$ cat src/inc/wpvr_pkg.sv
// Purpose: Constants for the write-protect and voltage/reset register bank
// Assumes: Classic Wishbone slave, 32-bit data, byte addresses = 4 x index
// Notes:   Offsets below are register indices; byte address is index * 4
package wpvr_pkg;
	// Register indices
	localparam logic [5:0] IDX_CLK_MODE_A   = 6'h06;
	localparam logic [5:0] IDX_CLK_MODE_B   = 6'h07;
	localparam logic [5:0] IDX_WRITE_PROT   = 6'h0a;
	localparam logic [5:0] IDX_CLK_MODE_C   = 6'h0c;
	localparam logic [5:0] IDX_PERIPH_CLK   = 6'h12;
	localparam logic [5:0] IDX_RESET_SRC    = 6'h18;
	localparam logic [5:0] IDX_DET_ENABLE   = 6'h1a;
	localparam logic [5:0] IDX_MULT_CTRL    = 6'h1c;
	localparam logic [5:0] IDX_OSC_ADJUST   = 6'h1d;
	localparam logic [5:0] IDX_VOLT_IRQ_EN  = 6'h26;
	localparam logic [5:0] IDX_LEVEL_SEL    = 6'h28;
	localparam logic [5:0] IDX_MON0_CTRL    = 6'h2a;
	localparam logic [5:0] IDX_MON1_CTRL    = 6'h2b;
	localparam logic [5:0] IDX_MON2_CTRL    = 6'h2c;
	localparam logic [5:0] IDX_PROG_GUARD   = 6'h2d;
	// Write-protect bit positions
	localparam int PROT_CLK_BIT   = 0;
	localparam int PROT_VOLT_BIT  = 3;
	localparam int PROT_GUARD_BIT = 6;
	// Detector enable bit positions
	localparam int DET0_EN_BIT = 5;
	localparam int DET1_EN_BIT = 6;
	localparam int DET2_EN_BIT = 7;
	// Monitor control: bit 0 enables monitor, bit 1 selects reset (else irq) on monitors 1 and 2
	localparam int MON_EN_BIT    = 0;
	localparam int MON_RESET_BIT = 1;
	// Reset source bit positions; bit 7 is cold/warm flag
	localparam int SRC_PIN_BIT   = 0;
	localparam int SRC_MON0_BIT  = 1;
	localparam int SRC_MON1_BIT  = 2;
	localparam int SRC_MON2_BIT  = 3;
	localparam int SRC_POR_BIT   = 4;
	localparam int SRC_OSC_BIT   = 5;
	localparam int SRC_WDOG_BIT  = 6;
	localparam int SRC_WARM_BIT  = 7;
	// Reset values
	localparam logic [7:0] RST_ZERO       = 8'h00;
	localparam logic [7:0] RST_CLK_MODE_B = 8'h20;
	localparam logic [7:0] RST_RESET_SRC  = 8'h10;
	// Recorded source codes: cause bit plus warm flag; software code is the warm flag alone
	localparam logic [7:0] SRC_CODE_PIN   = 8'h81;
	localparam logic [7:0] SRC_CODE_OSC   = 8'ha0;
	localparam logic [7:0] SRC_CODE_WDOG  = 8'hc0;
	localparam logic [7:0] SRC_CODE_SW    = 8'h80;
	// Software reset request key written to reset source register
	localparam logic [7:0] SW_RESET_KEY   = 8'ha5;
endpackage

$ cat src/wpvr_guard_reg.sv
// Purpose: One 8-bit register whose write is gated by an unlock level
// Assumes: Same clock as the bus; write strobe already decoded
// Notes:   Locked writes leave the content unchanged
`timescale 1ns/1ps
`default_nettype none
module wpvr_guard_reg #(
	parameter logic [7:0] RESET_VAL = 8'h00
) (
	input  wire logic       clk_i,     // System clock
	input  wire logic       rst_i,     // Synchronous reset
	input  wire logic       wr_i,      // Decoded write strobe
	input  wire logic       unlock_i,  // Covering protect bit
	input  wire logic [7:0] data_i,    // Write data
	output logic      [7:0] value_o    // Stored value
);
	logic [7:0] value_r; // Held contents

	// Store only while unlocked
	always_ff @(posedge clk_i) begin
		if (rst_i) begin
			value_r <= RESET_VAL;
		end else if (wr_i && unlock_i) begin
			value_r <= data_i;
		end
	end

	assign value_o = value_r;
endmodule
`default_nettype wire

$ cat src/wpvr_regs.sv
// Purpose: Protect, voltage-detector and reset-source register bank
// Assumes: Classic Wishbone, ack one cycle after strobe, 25 MHz clock
// Notes:   Reset causes arrive as synchronised-in levels on cause inputs
`timescale 1ns/1ps
`default_nettype none
module wpvr_regs (
	input  wire logic        clk_i,          // System clock
	input  wire logic        rst_i,          // Synchronous reset (warm)
	input  wire logic        por_i,          // Power-on reset event pin
	input  wire logic        pin_reset_i,    // External reset pin event
	input  wire logic        osc_stop_i,     // Oscillation stop detected
	input  wire logic        wdog_expire_i,  // Watchdog expired
	input  wire logic [2:0]  volt_low_i,     // Comparator outputs, circuits 0..2
	input  wire logic        wb_cyc_i,       // Wishbone cycle
	input  wire logic        wb_stb_i,       // Wishbone strobe
	input  wire logic        wb_we_i,        // Wishbone write
	input  wire logic [3:0]  wb_sel_i,       // Wishbone byte selects
	input  wire logic [7:0]  wb_adr_i,       // Wishbone byte address
	input  wire logic [31:0] wb_dat_i,       // Wishbone write data
	output logic      [31:0] wb_dat_o,       // Wishbone read data
	output logic             wb_ack_o,       // Wishbone acknowledge
	output logic      [2:0]  det_enable_o,   // Detection circuit enables
	output logic             volt_reset_req_o, // Voltage reset request
	output logic             volt_irq_o,     // Voltage detection interrupt
	output logic             sw_reset_req_o, // Software reset request pulse
	output logic      [7:0]  clk_mode_a_o,   // Clock mode reg a
	output logic      [7:0]  clk_mode_b_o,   // Clock mode reg b
	output logic      [7:0]  clk_mode_c_o,   // Clock mode reg c
	output logic      [7:0]  mult_ctrl_o,    // Multiplier control
	output logic      [7:0]  periph_clk_o,   // Peripheral clock select
	output logic      [7:0]  osc_adjust_o,   // Oscillator adjust
	output logic      [7:0]  level_sel_o,    // Detection level select
	output logic      [7:0]  prog_guard_o    // Program guard control
);
	localparam int NREG = 13; // Guarded register count

	// Input synchronisers: por, pin, osc, wdog, volt[2:0]
	logic [6:0] sync1_r;   // First stage
	logic [6:0] sync2_r;   // Second stage
	logic [6:0] prev_r;    // Edge detect history
	logic [6:0] rise;      // Rising edges of causes

	logic       ack_r;       // Ack flop
	logic [31:0] rdata_r;    // Read data flop
	logic [7:0] prot_r;      // Write protect register
	logic [7:0] src_r;       // Reset source flags
	logic       sw_req_r;    // Software reset pulse
	logic       req;         // New request this cycle
	logic       wr;          // Write taken
	logic [5:0] idx;         // Register index
	logic [7:0] wd;          // Write byte lane 0
	logic [7:0] rd;          // Read mux value

	logic [NREG-1:0] reg_wr;       // Write strobe of each guarded register
	logic [NREG-1:0] reg_unl;      // Unlock of each guarded register
	logic [7:0]  reg_val  [NREG];  // Value of each guarded register
	logic [2:0]  mon_on;           // Monitor armed: circuit and monitor on
	logic [2:0]  mon_rst;          // Monitor routes to reset
	logic [2:0]  volt_hit;         // Armed monitor sees a low level
	logic [2:0]  volt_cause;       // New low level on a reset monitor
	logic [7:0]  src_nxt;          // Next reset source flags

	assign req = wb_cyc_i && wb_stb_i && !ack_r;
	assign wr  = req && wb_we_i && wb_sel_i[0];
	assign idx = wb_adr_i[7:2];
	assign wd  = wb_dat_i[7:0];

	// Cause lines and comparators come from outside the clock domain;
	// only the second stage feeds logic, the first is read by nothing else
	// First synchroniser stage
	always_ff @(posedge clk_i) begin
		if (rst_i) begin
			sync1_r <= 7'h00;
		end else begin
			sync1_r <= {volt_low_i, wdog_expire_i, osc_stop_i, pin_reset_i, por_i};
		end
	end

	// Second synchroniser stage
	always_ff @(posedge clk_i) begin
		if (rst_i) begin
			sync2_r <= 7'h00;
		end else begin
			sync2_r <= sync1_r;
		end
	end

	// Edge history resets low, the idle level of every cause line,
	// so no false edge follows reset
	always_ff @(posedge clk_i) begin
		if (rst_i) begin
			prev_r <= 7'h00;
		end else begin
			prev_r <= sync2_r;
		end
	end
	assign rise = sync2_r & ~prev_r;

	// Slot numbering of the guarded registers, used by every array below:
	//   slots 0 to 5  : clock group, opened by protect bit 0
	//     0 clock mode a, 1 clock mode b (own reset value), 2 clock mode c
	//     3 multiplier control, 4 peripheral clock select, 5 oscillator adjust
	//   slots 6 to 11 : voltage group, opened by protect bit 3
	//     6 detector enables, 7 interrupt enables, 8 level select
	//     9 to 11 monitor 0 to 2 control
	//   slot 12       : program guard, opened by protect bit 6
	// Protect and reset source live outside the slots and are never locked
	// Write strobe decode: at most one match, unmapped indices strobe nothing
	// A write with lane 0 deselected never reaches a strobe
	always_comb begin
		reg_wr = {NREG{1'b0}};
		if (idx == wpvr_pkg::IDX_CLK_MODE_A) begin
			reg_wr[0] = wr;
		end else if (idx == wpvr_pkg::IDX_CLK_MODE_B) begin
			reg_wr[1] = wr;
		end else if (idx == wpvr_pkg::IDX_CLK_MODE_C) begin
			reg_wr[2] = wr;
		end else if (idx == wpvr_pkg::IDX_MULT_CTRL) begin
			reg_wr[3] = wr;
		end else if (idx == wpvr_pkg::IDX_PERIPH_CLK) begin
			reg_wr[4] = wr;
		end else if (idx == wpvr_pkg::IDX_OSC_ADJUST) begin
			reg_wr[5] = wr;
		end else if (idx == wpvr_pkg::IDX_DET_ENABLE) begin
			reg_wr[6] = wr;
		end else if (idx == wpvr_pkg::IDX_VOLT_IRQ_EN) begin
			reg_wr[7] = wr;
		end else if (idx == wpvr_pkg::IDX_LEVEL_SEL) begin
			reg_wr[8] = wr;
		end else if (idx == wpvr_pkg::IDX_MON0_CTRL) begin
			reg_wr[9] = wr;
		end else if (idx == wpvr_pkg::IDX_MON1_CTRL) begin
			reg_wr[10] = wr;
		end else if (idx == wpvr_pkg::IDX_MON2_CTRL) begin
			reg_wr[11] = wr;
		end else if (idx == wpvr_pkg::IDX_PROG_GUARD) begin
			reg_wr[12] = wr;
		end
	end

	// Unlock levels per group
	assign reg_unl[5:0]  = {6{prot_r[wpvr_pkg::PROT_CLK_BIT]}};
	assign reg_unl[11:6] = {6{prot_r[wpvr_pkg::PROT_VOLT_BIT]}};
	assign reg_unl[12]   = prot_r[wpvr_pkg::PROT_GUARD_BIT];

	// One gated register per guarded location
	genvar g;
	generate
		for (g = 0; g < NREG; g++) begin : g_reg
			wpvr_guard_reg #(
				.RESET_VAL (g == 1 ? wpvr_pkg::RST_CLK_MODE_B : wpvr_pkg::RST_ZERO)
			) u_reg (
				.clk_i    (clk_i),
				.rst_i    (rst_i),
				.wr_i     (reg_wr[g]),
				.unlock_i (reg_unl[g]),
				.data_i   (wd),
				.value_o  (reg_val[g])
			);
		end
	endgenerate

	// Write protect register, always writable
	// Clearing a bit locks its group again from the next cycle on
	always_ff @(posedge clk_i) begin
		if (rst_i) begin
			prot_r <= wpvr_pkg::RST_ZERO;
		end else if (wr && idx == wpvr_pkg::IDX_WRITE_PROT) begin
			prot_r <= wd;
		end
	end

	// Reset source flags hold no reset of their own: the warm reset must not
	// wipe the record that software reads after restart. Until the first
	// recorded cause of any kind the flags are unknown, so a power-on event must come first.
	// Causes landing in one cycle resolve by the fixed order below.
	// Warm flag set on every cause but power-on, telling cold from warm
	assign volt_cause = rise[6:4] & mon_on & mon_rst;
	always_comb begin
		src_nxt = src_r;
		if (rise[0]) begin
			src_nxt = wpvr_pkg::RST_RESET_SRC; // cold start
		end else if (rise[1]) begin
			src_nxt = wpvr_pkg::SRC_CODE_PIN;  // pin, warm
		end else if (volt_cause != 3'h0) begin
			src_nxt = wpvr_pkg::RST_ZERO;      // monitors, warm
			src_nxt[wpvr_pkg::SRC_WARM_BIT] = 1'b1;
			src_nxt[wpvr_pkg::SRC_MON2_BIT:wpvr_pkg::SRC_MON0_BIT] = volt_cause;
		end else if (rise[2]) begin
			src_nxt = wpvr_pkg::SRC_CODE_OSC;  // oscillation stop
		end else if (rise[3]) begin
			src_nxt = wpvr_pkg::SRC_CODE_WDOG; // watchdog
		end else if (sw_req_r) begin
			src_nxt = wpvr_pkg::SRC_CODE_SW;   // software
		end
	end

	// Source flag storage, free of the warm reset on purpose
	always_ff @(posedge clk_i) begin
		src_r <= src_nxt;
	end

	// Software reset request on key write to source register
	// The key makes a single-cycle pulse; any other value is ignored
	always_ff @(posedge clk_i) begin
		if (rst_i) begin
			sw_req_r <= 1'b0;
		end else begin
			sw_req_r <= wr && idx == wpvr_pkg::IDX_RESET_SRC && wd == wpvr_pkg::SW_RESET_KEY;
		end
	end

	// Detector enables and event routing
	assign det_enable_o[0] = reg_val[6][wpvr_pkg::DET0_EN_BIT];
	assign det_enable_o[1] = reg_val[6][wpvr_pkg::DET1_EN_BIT];
	assign det_enable_o[2] = reg_val[6][wpvr_pkg::DET2_EN_BIT];
	// Monitor armed when its circuit and its monitor are both on
	assign mon_on[0]  = det_enable_o[0] && reg_val[9][wpvr_pkg::MON_EN_BIT];
	assign mon_on[1]  = det_enable_o[1] && reg_val[10][wpvr_pkg::MON_EN_BIT];
	assign mon_on[2]  = det_enable_o[2] && reg_val[11][wpvr_pkg::MON_EN_BIT];
	// Circuit 0 can only reset; circuits 1 and 2 choose reset or interrupt
	assign mon_rst[0] = 1'b1;
	assign mon_rst[1] = reg_val[10][wpvr_pkg::MON_RESET_BIT];
	assign mon_rst[2] = reg_val[11][wpvr_pkg::MON_RESET_BIT];
	// Requests are levels: they stand while the comparator stays low
	// and drop as soon as the circuit or monitor is switched off
	assign volt_hit         = mon_on & sync2_r[6:4];
	assign volt_reset_req_o = |(volt_hit & mon_rst);
	assign volt_irq_o       = |(volt_hit[2:1] & ~mon_rst[2:1]);

	// Read mux: one else-if chain over the map, unmapped indices read zero
	always_comb begin
		rd = wpvr_pkg::RST_ZERO;
		if (idx == wpvr_pkg::IDX_WRITE_PROT) begin
			rd = prot_r;
		end else if (idx == wpvr_pkg::IDX_RESET_SRC) begin
			rd = src_r;
		end else if (idx == wpvr_pkg::IDX_CLK_MODE_A) begin
			rd = reg_val[0];
		end else if (idx == wpvr_pkg::IDX_CLK_MODE_B) begin
			rd = reg_val[1];
		end else if (idx == wpvr_pkg::IDX_CLK_MODE_C) begin
			rd = reg_val[2];
		end else if (idx == wpvr_pkg::IDX_MULT_CTRL) begin
			rd = reg_val[3];
		end else if (idx == wpvr_pkg::IDX_PERIPH_CLK) begin
			rd = reg_val[4];
		end else if (idx == wpvr_pkg::IDX_OSC_ADJUST) begin
			rd = reg_val[5];
		end else if (idx == wpvr_pkg::IDX_DET_ENABLE) begin
			rd = reg_val[6];
		end else if (idx == wpvr_pkg::IDX_VOLT_IRQ_EN) begin
			rd = reg_val[7];
		end else if (idx == wpvr_pkg::IDX_LEVEL_SEL) begin
			rd = reg_val[8];
		end else if (idx == wpvr_pkg::IDX_MON0_CTRL) begin
			rd = reg_val[9];
		end else if (idx == wpvr_pkg::IDX_MON1_CTRL) begin
			rd = reg_val[10];
		end else if (idx == wpvr_pkg::IDX_MON2_CTRL) begin
			rd = reg_val[11];
		end else if (idx == wpvr_pkg::IDX_PROG_GUARD) begin
			rd = reg_val[12];
		end else begin
			rd = wpvr_pkg::RST_ZERO; // Unmapped
		end
	end

	// Bus handshake: a request is taken on the edge where cyc and stb are
	// high and ack is low; ack follows one cycle later for exactly one cycle,
	// so the request still held in the ack cycle is never taken twice.
	// Writes to a locked register are acknowledged but leave it alone.
	always_ff @(posedge clk_i) begin
		if (rst_i) begin
			ack_r <= 1'b0;
		end else begin
			ack_r <= req;
		end
	end

	// Read data captured on the taking edge, held until the next request
	always_ff @(posedge clk_i) begin
		if (rst_i) begin
			rdata_r <= 32'h0000_0000;
		end else if (req) begin
			rdata_r <= {24'h00_0000, rd};
		end
	end

	// Register values go straight out of the flops
	assign wb_ack_o       = ack_r;
	assign wb_dat_o       = rdata_r;
	assign sw_reset_req_o = sw_req_r;
	assign clk_mode_a_o   = reg_val[0];
	assign clk_mode_b_o   = reg_val[1];
	assign clk_mode_c_o   = reg_val[2];
	assign mult_ctrl_o    = reg_val[3];
	assign periph_clk_o   = reg_val[4];
	assign osc_adjust_o   = reg_val[5];
	assign level_sel_o    = reg_val[8];
	assign prog_guard_o   = reg_val[12];
endmodule
`default_nettype wire

$ cat config.mk
export PLATFORM = sky130hd
export DESIGN_NAME = wpvr_regs
export DESIGN_NICKNAME = d
export VERILOG_FILES = /design/src/inc/wpvr_pkg.sv /design/src/wpvr_guard_reg.sv /design/src/wpvr_regs.sv
export SDC_FILE = /design/constraint.sdc
export NUM_CORES = 1
export LEC_CHECK = 0
export BUFFER_PORTS_ARGS = -buffer_cell sky130_fd_sc_hd__buf_2
export CORE_MARGIN = 2
export CORE_UTILIZATION = 60
export DETAILED_ROUTE_END_ITERATION = 12
export PLACE_DENSITY = 0.95
export SLEW_MARGIN = 20
export SYNTH_ARGS = -nofsm -noshare
export SYNTH_HDL_FRONTEND = slang
export SYNTH_HIERARCHICAL = 1
export SYNTH_SLANG_ARGS = --single-unit
$ cat constraint.sdc
create_clock -name clk_i -period 6.2 [get_ports clk_i]
set_clock_uncertainty 0.05 [all_clocks]
set_input_delay 1.24 -clock clk_i [delete_from_list [all_inputs] [get_ports clk_i]]
set_output_delay 1.24 -clock clk_i [all_outputs]
set_load 0.02 [all_outputs]
# [Yosys cells after proc, flatten, opt, wreduce, memory -nomap -nowiden]
# Cells that the tools add are included.
[classes] n_eq_ne=16 mux=45 bitwise=8 n_reduce_logical=34
[op_table] op="two-way mux 8 bit" count=21
[op_table] op="equality test 6 bit (second input constant)" count=6
[op_table] op="equality test 6 x 5 -> 1 bit (second input constant)" count=5
[op_table] op="logical AND 1 bit" count=23
[op_table] op="two-way mux 1 bit" count=14
[op_table] op="AND 3 bit" count=4
[op_table] op="equality test 6 x 3 -> 1 bit (second input constant)" count=2
[op_table] op="equality test 6 x 4 -> 1 bit (second input constant)" count=2
[op_table] op="two-way mux 12 bit" count=1
[op_table] op="two-way mux 11 bit" count=1
[op_table] op="two-way mux 10 bit" count=1
[op_table] op="two-way mux 9 bit" count=1
[op_table] op="equality test 8 bit (second input constant)" count=1
[op_table] op="AND 7 bit" count=1
[op_table] op="two-way mux 7 bit" count=1
[op_table] op="inverter 7 bit" count=1
[op_table] op="two-way mux 6 bit" count=1
[op_table] op="nonzero test 3 bit" count=2
[op_table] op="OR reduction 3 bit" count=2
[op_table] op="two-way mux 5 bit" count=1
[op_table] op="nonzero test 5 bit" count=1
[op_table] op="two-way mux 4 bit" count=1
[op_table] op="nonzero test 4 bit" count=1
[op_table] op="OR reduction 2 bit" count=2
[op_table] op="other kinds (7)" count=7
[word_totals] ff_bits=151 out_inout_bits=103 word_cells=127

# [Longest topological paths before layout]
[depth] word_depth=18 mapped_depth=12 ltp_nobuf=8

# [Modules after synthesis]
# Netlist, hierarchy kept.
[by_module_without_submodules] module="wpvr_guard_reg (g_reg[0].u_reg ...)" n_inst=12 cells_each=37 area_per_inst_um2=366.6 seq_area_each_um2=160.2
[by_module_without_submodules] module="wpvr_regs" n_inst=1 cells_each=379 area_per_inst_um2=3012.9 seq_area_each_um2=940.9
[by_module_without_submodules] module="wpvr_guard_reg (g_reg[1].u_reg)" n_inst=1 cells_each=37 area_per_inst_um2=364.1 seq_area_each_um2=160.2

# [Worst setup path after synthesis]
# Ideal clock, no wire load.
[synth_path] path_type="input to register" from="input port wb_adr_i[7]" to="register g_reg[7].u_reg.value_r[3]" arrival_time_ps=3333 path_slack_ps=2689 stages=12 path_buffers=4 cell_sequence="buf_2 nand3b_1 or2_0 buf_4 nand2b_4 or4_4 or3_4 nor4_2 buf_6 buf_8 a21bo_1 a21oi_1"
[synth_via] elab_chain_len=10 elab_cells_between_ends=17
[synth_rtl] element="start: declaration" line="wpvr_regs.sv:18" text="input wire logic [7:0] wb_adr_i,"
[synth_rtl] element="equality test 6 bit" line="wpvr_regs.sv:126" text="end else if (idx == wpvr_pkg::IDX_VOLT_IRQ_EN) begin"
[synth_rtl] element="two-way mux 1 bit" line="wpvr_regs.sv:126"
[synth_rtl] element="two-way mux 6 bit" line="wpvr_regs.sv:124" text="end else if (idx == wpvr_pkg::IDX_DET_ENABLE) begin"
[synth_rtl] element="two-way mux 7 bit" line="wpvr_regs.sv:122" text="end else if (idx == wpvr_pkg::IDX_OSC_ADJUST) begin"
[synth_rtl] element="two-way mux 8 bit" line="wpvr_regs.sv:120" text="end else if (idx == wpvr_pkg::IDX_PERIPH_CLK) begin"
[synth_rtl] element="two-way mux 9 bit" line="wpvr_regs.sv:118" text="end else if (idx == wpvr_pkg::IDX_MULT_CTRL) begin"
[synth_rtl] element="two-way mux 10 bit" line="wpvr_regs.sv:116" text="end else if (idx == wpvr_pkg::IDX_CLK_MODE_C) begin"
[synth_rtl] element="two-way mux 11 bit" line="wpvr_regs.sv:114" text="end else if (idx == wpvr_pkg::IDX_CLK_MODE_B) begin"
[synth_rtl] element="two-way mux 12 bit *" line="wpvr_regs.sv:112" text="if (idx == wpvr_pkg::IDX_CLK_MODE_A) begin"
[synth_rtl] element="named net reg_wr[7]" line="wpvr_regs.sv:54" text="logic [NREG-1:0] reg_wr;"
[synth_rtl] element="logical AND 1 bit *" line="wpvr_guard_reg.sv:22" text="end else if (wr_i && unlock_i) begin"
[synth_rtl] element="end signal: assignment" line="wpvr_guard_reg.sv:23" text="value_r <= data_i;"
[synth_rtl] element="end: declaration" line="wpvr_guard_reg.sv:16" text="logic [7:0] value_r;"
# The timed path passes the listed nets; every way through them passes the cells marked *.
# A chain may end at the register's enable or synchronous reset.

# [Worst setup path after layout]
[layout_path] from="input port wb_cyc_i" to="register g_reg[8].u_reg.value_r[0]"
[layout_via] elab_chain_len=14
[layout_rtl] element="start: declaration" line="wpvr_regs.sv:14" text="input wire logic wb_cyc_i,"
[layout_rtl] element="logical AND 1 bit (2 in a row)" line="wpvr_regs.sv:63" text="assign req = wb_cyc_i && wb_stb_i && !ack_r;"
[layout_rtl] element="logical AND 1 bit (2 in a row)" line="wpvr_regs.sv:64" text="assign wr = req && wb_we_i && wb_sel_i[0];"
[layout_rtl] element="two-way mux 1 bit" line="wpvr_regs.sv:128" text="end else if (idx == wpvr_pkg::IDX_LEVEL_SEL) begin"
[layout_rtl] element="two-way mux 5 bit" line="wpvr_regs.sv:126"
[layout_rtl] element="two-way mux 6 bit" line="wpvr_regs.sv:124"
[layout_rtl] element="two-way mux 7 bit" line="wpvr_regs.sv:122"
[layout_rtl] element="two-way mux 8 bit" line="wpvr_regs.sv:120"
[layout_rtl] element="two-way mux 9 bit" line="wpvr_regs.sv:118"
[layout_rtl] element="two-way mux 10 bit" line="wpvr_regs.sv:116"
[layout_rtl] element="two-way mux 11 bit" line="wpvr_regs.sv:114"
[layout_rtl] element="two-way mux 12 bit" line="wpvr_regs.sv:112"
[layout_rtl] element="named net reg_wr[8]" line="wpvr_regs.sv:54"
[layout_rtl] element="logical AND 1 bit" line="wpvr_guard_reg.sv:22"
[layout_rtl] element="end signal: assignment" line="wpvr_guard_reg.sv:23"
[layout_rtl] element="end: declaration" line="wpvr_guard_reg.sv:16"
# The timed path passes the listed nets, and every way through them passes these cells.

==> results <==
- The detailed router placed 6991 vias in this run.
- The top fanout value on the critical path is 16.
- Across the whole layout, storage elements account for 3030 sq um.
- The wire length of the first global-routing pass is 34000 um.
- The flow ran to the end, and the final reports show no timing, DRC or antenna violations.
- The count of buffers added by post-CTS timing repair for setup is 0.
- The reported max-cap violation count is 0.
- The number of port buffers is 105.
- The overall routing resource usage is 30.6%.
- The net count reported at finish is 963.
- Buffers inserted to repair hold after CTS numbered 0.
- Static timing analysis puts the maximum clock frequency at 226 MHz.
- After synthesis, the mean cell area works out to 9.04 sq um.
- Entering global routing, the biggest net connects 98 pins.
- The class of the most critical hold timing path is flip-flop to flip-flop.
- In the synthesized netlist, the number of instances is 860.
- Dividing the detail-routed wire length by the instance count gives 19.8 um.
- The required time at the endpoint of the critical path is 6.43 ns.
- The share of the Yosys chip area taken by registers is 38.9%.
- The number of gates resized after CTS was 0.
- Once detailed placement completed, the half-perimeter wirelength came to 13300 um.
- The library cells used most frequently in the layout, excluding fill and tap cells, are 149 x dfxtp_1, 129 x a21oi_1, 116 x nand3_1.
- The arrival time of data at the critical path endpoint is 4.65 ns.
- The final cell count without fillers is 1089.
- The worst pin sits at a relative slew slack of 25.3%.
- The number of endpoints with negative hold slack in the final report came to 0.
- The number of buffers on the longest clock path is 2.
- The congestion estimate from routability-driven global placement came to 0.901.
- After global routing the overflow that remains totals 0.
- The layout-stage area growth over the synthesis result is 7.66%.
- The register bit count reported by yosys is 151.
- In this run the number of H-tree levels came out at 4.
- Power spread over the standard cell area amounts to 248 nW/um^2.
- After floorplanning, the core was sized to cover 12600 sq um.
- Setup repair after global routing left no endpoint under its margin.
- The cell at the root of the clock tree is clkbuf_16.
- The number of detailed-route iterations in the first pass is 6.
- The final core utilization is 66.3%.
- The number of CTS-inserted buffers is 17.
- The top-level I/O count is 159.
- The maximum VDD drop is 195 uV.
- The smallest clock period supported by the final layout is computed as 4.43 ns.
- The sort of element at the start of the critical path is an input port.
- The final clock period utilization by the worst path is 71.4%.
- The number of cells after detailed placement is 1060.
- The CTS tree is yes.
- The reported leakage power is 3.23 nW.
- The initial cell density of the core is 61.6%.
- From left edge to right edge, the die measures 118 um.
- The cell area after synthesis is 7780 sq um.
- 0 antenna diodes ended up in the layout.
- The element type at the critical path end is a flip-flop.
- Once detail routing completed, the nets flagged for antenna violations numbered 0.
- The setup-violating endpoint count in the final report is 0.
- The number of synthesis warnings is 6.
- The floorplan die height is 118 um.
- The number of max-slew violations in the final report is 0.
- The via count of the first global-routing pass came to 6469.
- The number of rows created at floorplan is 41.
- The full die area is 13900 sq um.
- The number of violations reported at the end of detailed-routing iteration 0 is 1104.
- The multi-input combinational cells in the finished layout cover a total of 4010 sq um.
- Dividing the detail-routed via count by the number of cells gives 6.42.
- After filler insertion, the fill cell instance count of the layout stands at 944.
- The clock latency on the worst-skew pair is 0.43 ns.
- The number of enable flip-flop cells after synthesis is 0.
- The TritonCTS sink count is 151.
- The initial antenna violation count is 0.
- The post-CTS clock slew at the launch and capture registers of the worst setup and hold paths is 0.06 ns.
- The summed negative setup slack over all endpoints is 0 ns.
- In the synthesized netlist the dominant register cell turns out to be dfxtp_1.
- The fraction of layout cells with a size suffix above 1 is 22.9%.
- The share of synthesized flip-flops with an asynchronous set or reset is 0%.
- The number of library cell types mapped by synthesis is 64.
- At the pin with the least slew margin, the transition time is 1.12 ns.
- The total detailed-routing wirelength is 21500 um.
- The classification of the worst setup path is input port to flip-flop.
- The leading cell type in the layout, fill and taps excluded is dfxtp_1.
- After detailed routing, the number of remaining DRC violations is 0.
## final timing paths
kind / startpoint / end / slack, ns / depth (start not counted)
min: sync1_r[2] / sync2_r[2] / 0.39 / 1
max reg2reg: wb_ack_o / g_reg[8].u_reg/value_o[0] / 2.38 / 7
min reg2reg: sync1_r[2] / sync2_r[2] / 0.39 / 1
max: wb_cyc_i / g_reg[8].u_reg/value_o[0] / 1.77 / 9
## sequential cells by signal, indices dropped and copies added (netlist names)
signal,flops
prot_r,8
sw_reset_req_o,1
wb_ack_o,1
sync2_r,7
g.u_reg/value_o,104
sync1_r,7
prev_r,7
src_r,8
wb_dat_o,8
## final cells by class
cell class | count | share of cell area [%]
Sequential cell | 151 | 36.1
Multi-Input combinational cell | 624 | 47.9
Inverter | 1 | 0.0448
Clock buffer | 18 | 5.13
Timing Repair Buffer | 112 | 6.93
Clock inverter | 11 | 1.33
Tap cell | 172 | 2.57
## cell usage after synthesis (3+ instances only)
| cell type | number | share of area, % |
|---|---|---|
| dfxtp_1 | 151 | 39 |
| a21oi_1 | 129 | 8.3 |
| nand3_1 | 116 | 7.5 |
| a21bo_1 | 61 | 7.9 |
| a21bo_2 | 42 | 5.4 |
| nand2_1 | 33 | 1.6 |
| nor2_1 | 33 | 1.6 |
| buf_6 | 28 | 4.1 |
| nor2b_1 | 28 | 2.3 |
| o21ai_0 | 26 | 1.7 |
| buf_4 | 25 | 2.4 |
| buf_2 | 17 | 1.1 |
| buf_1 | 15 | 0.72 |
| nand2b_1 | 15 | 1.2 |
| a22oi_1 | 14 | 1.4 |
| buf_8 | 12 | 2.3 |
| clkbuf_1 | 10 | 0.48 |
| a221oi_1 | 9 | 1.0 |
| o2111ai_1 | 8 | 0.90 |
| a222oi_1 | 7 | 0.90 |
| a31oi_1 | 5 | 0.40 |
| o22ai_1 | 5 | 0.40 |
| mux2_2 | 4 | 0.58 |
| nand4_1 | 4 | 0.32 |
| nor4_1 | 4 | 0.32 |
| o31ai_1 | 4 | 0.39 |
| a21boi_0 | 3 | 0.29 |
| mux2i_1 | 3 | 0.39 |
| nand3b_1 | 3 | 0.29 |
| nor3_1 | 3 | 0.19 |
| nor4b_1 | 3 | 0.34 |
## logic make-up after synthesis
kind of cell | count (synthesis) | synth area share [%]
compound gates | 325 | 30.1
buf+inv | 108 | 11.1
flops | 151 | 38.9
mux | 7 | 0.965
other cells | 1 | 0.0482
simple gates | 268 | 18.8
## per-stage QoR
stage               cell area, sq um  power, mW  hold WS [ns]  setup slack, ns
floorplan                       7860       1.08         0.364             2.69
global placement                7820       1.11         0.367             1.45
detailed placement              7820       1.11         0.374             1.42
CTS                             8360       2.07         0.388             1.85
global route                    8370       2.12         0.405             1.56
finish                          8370       2.07         0.388             1.77
## per-layer routing
layer  up-vias  GRT usage [%]  wire length (um)
met2       442           48.5              9970
met1      3282           38.5              8480
met3        91           8.14              2200
li1       3176              -                 -
met5         -              0                 0
met4         0           14.8               906
## critical path: stages
cell and delay, ns:
buf_2 0.09, nand2_1 0.04, nor2_1 0.45, nand3_1 0.57, or4_4 0.73, or3_4 0.41
nor3_2 0.77, a21bo_2 0.27, a21oi_1 0.06
## where the power goes
part	switching, mW	internal (mW)	total, mW	leakage, nW
Clock	0.394	0.579	0.973	0.271
Sequential	0.00580	0.982	0.987	1.22
Combinational	0.0850	0.0268	0.112	1.74
Total	0.485	1.59	2.07	3.23
Power figures use the tool's default switching activity.
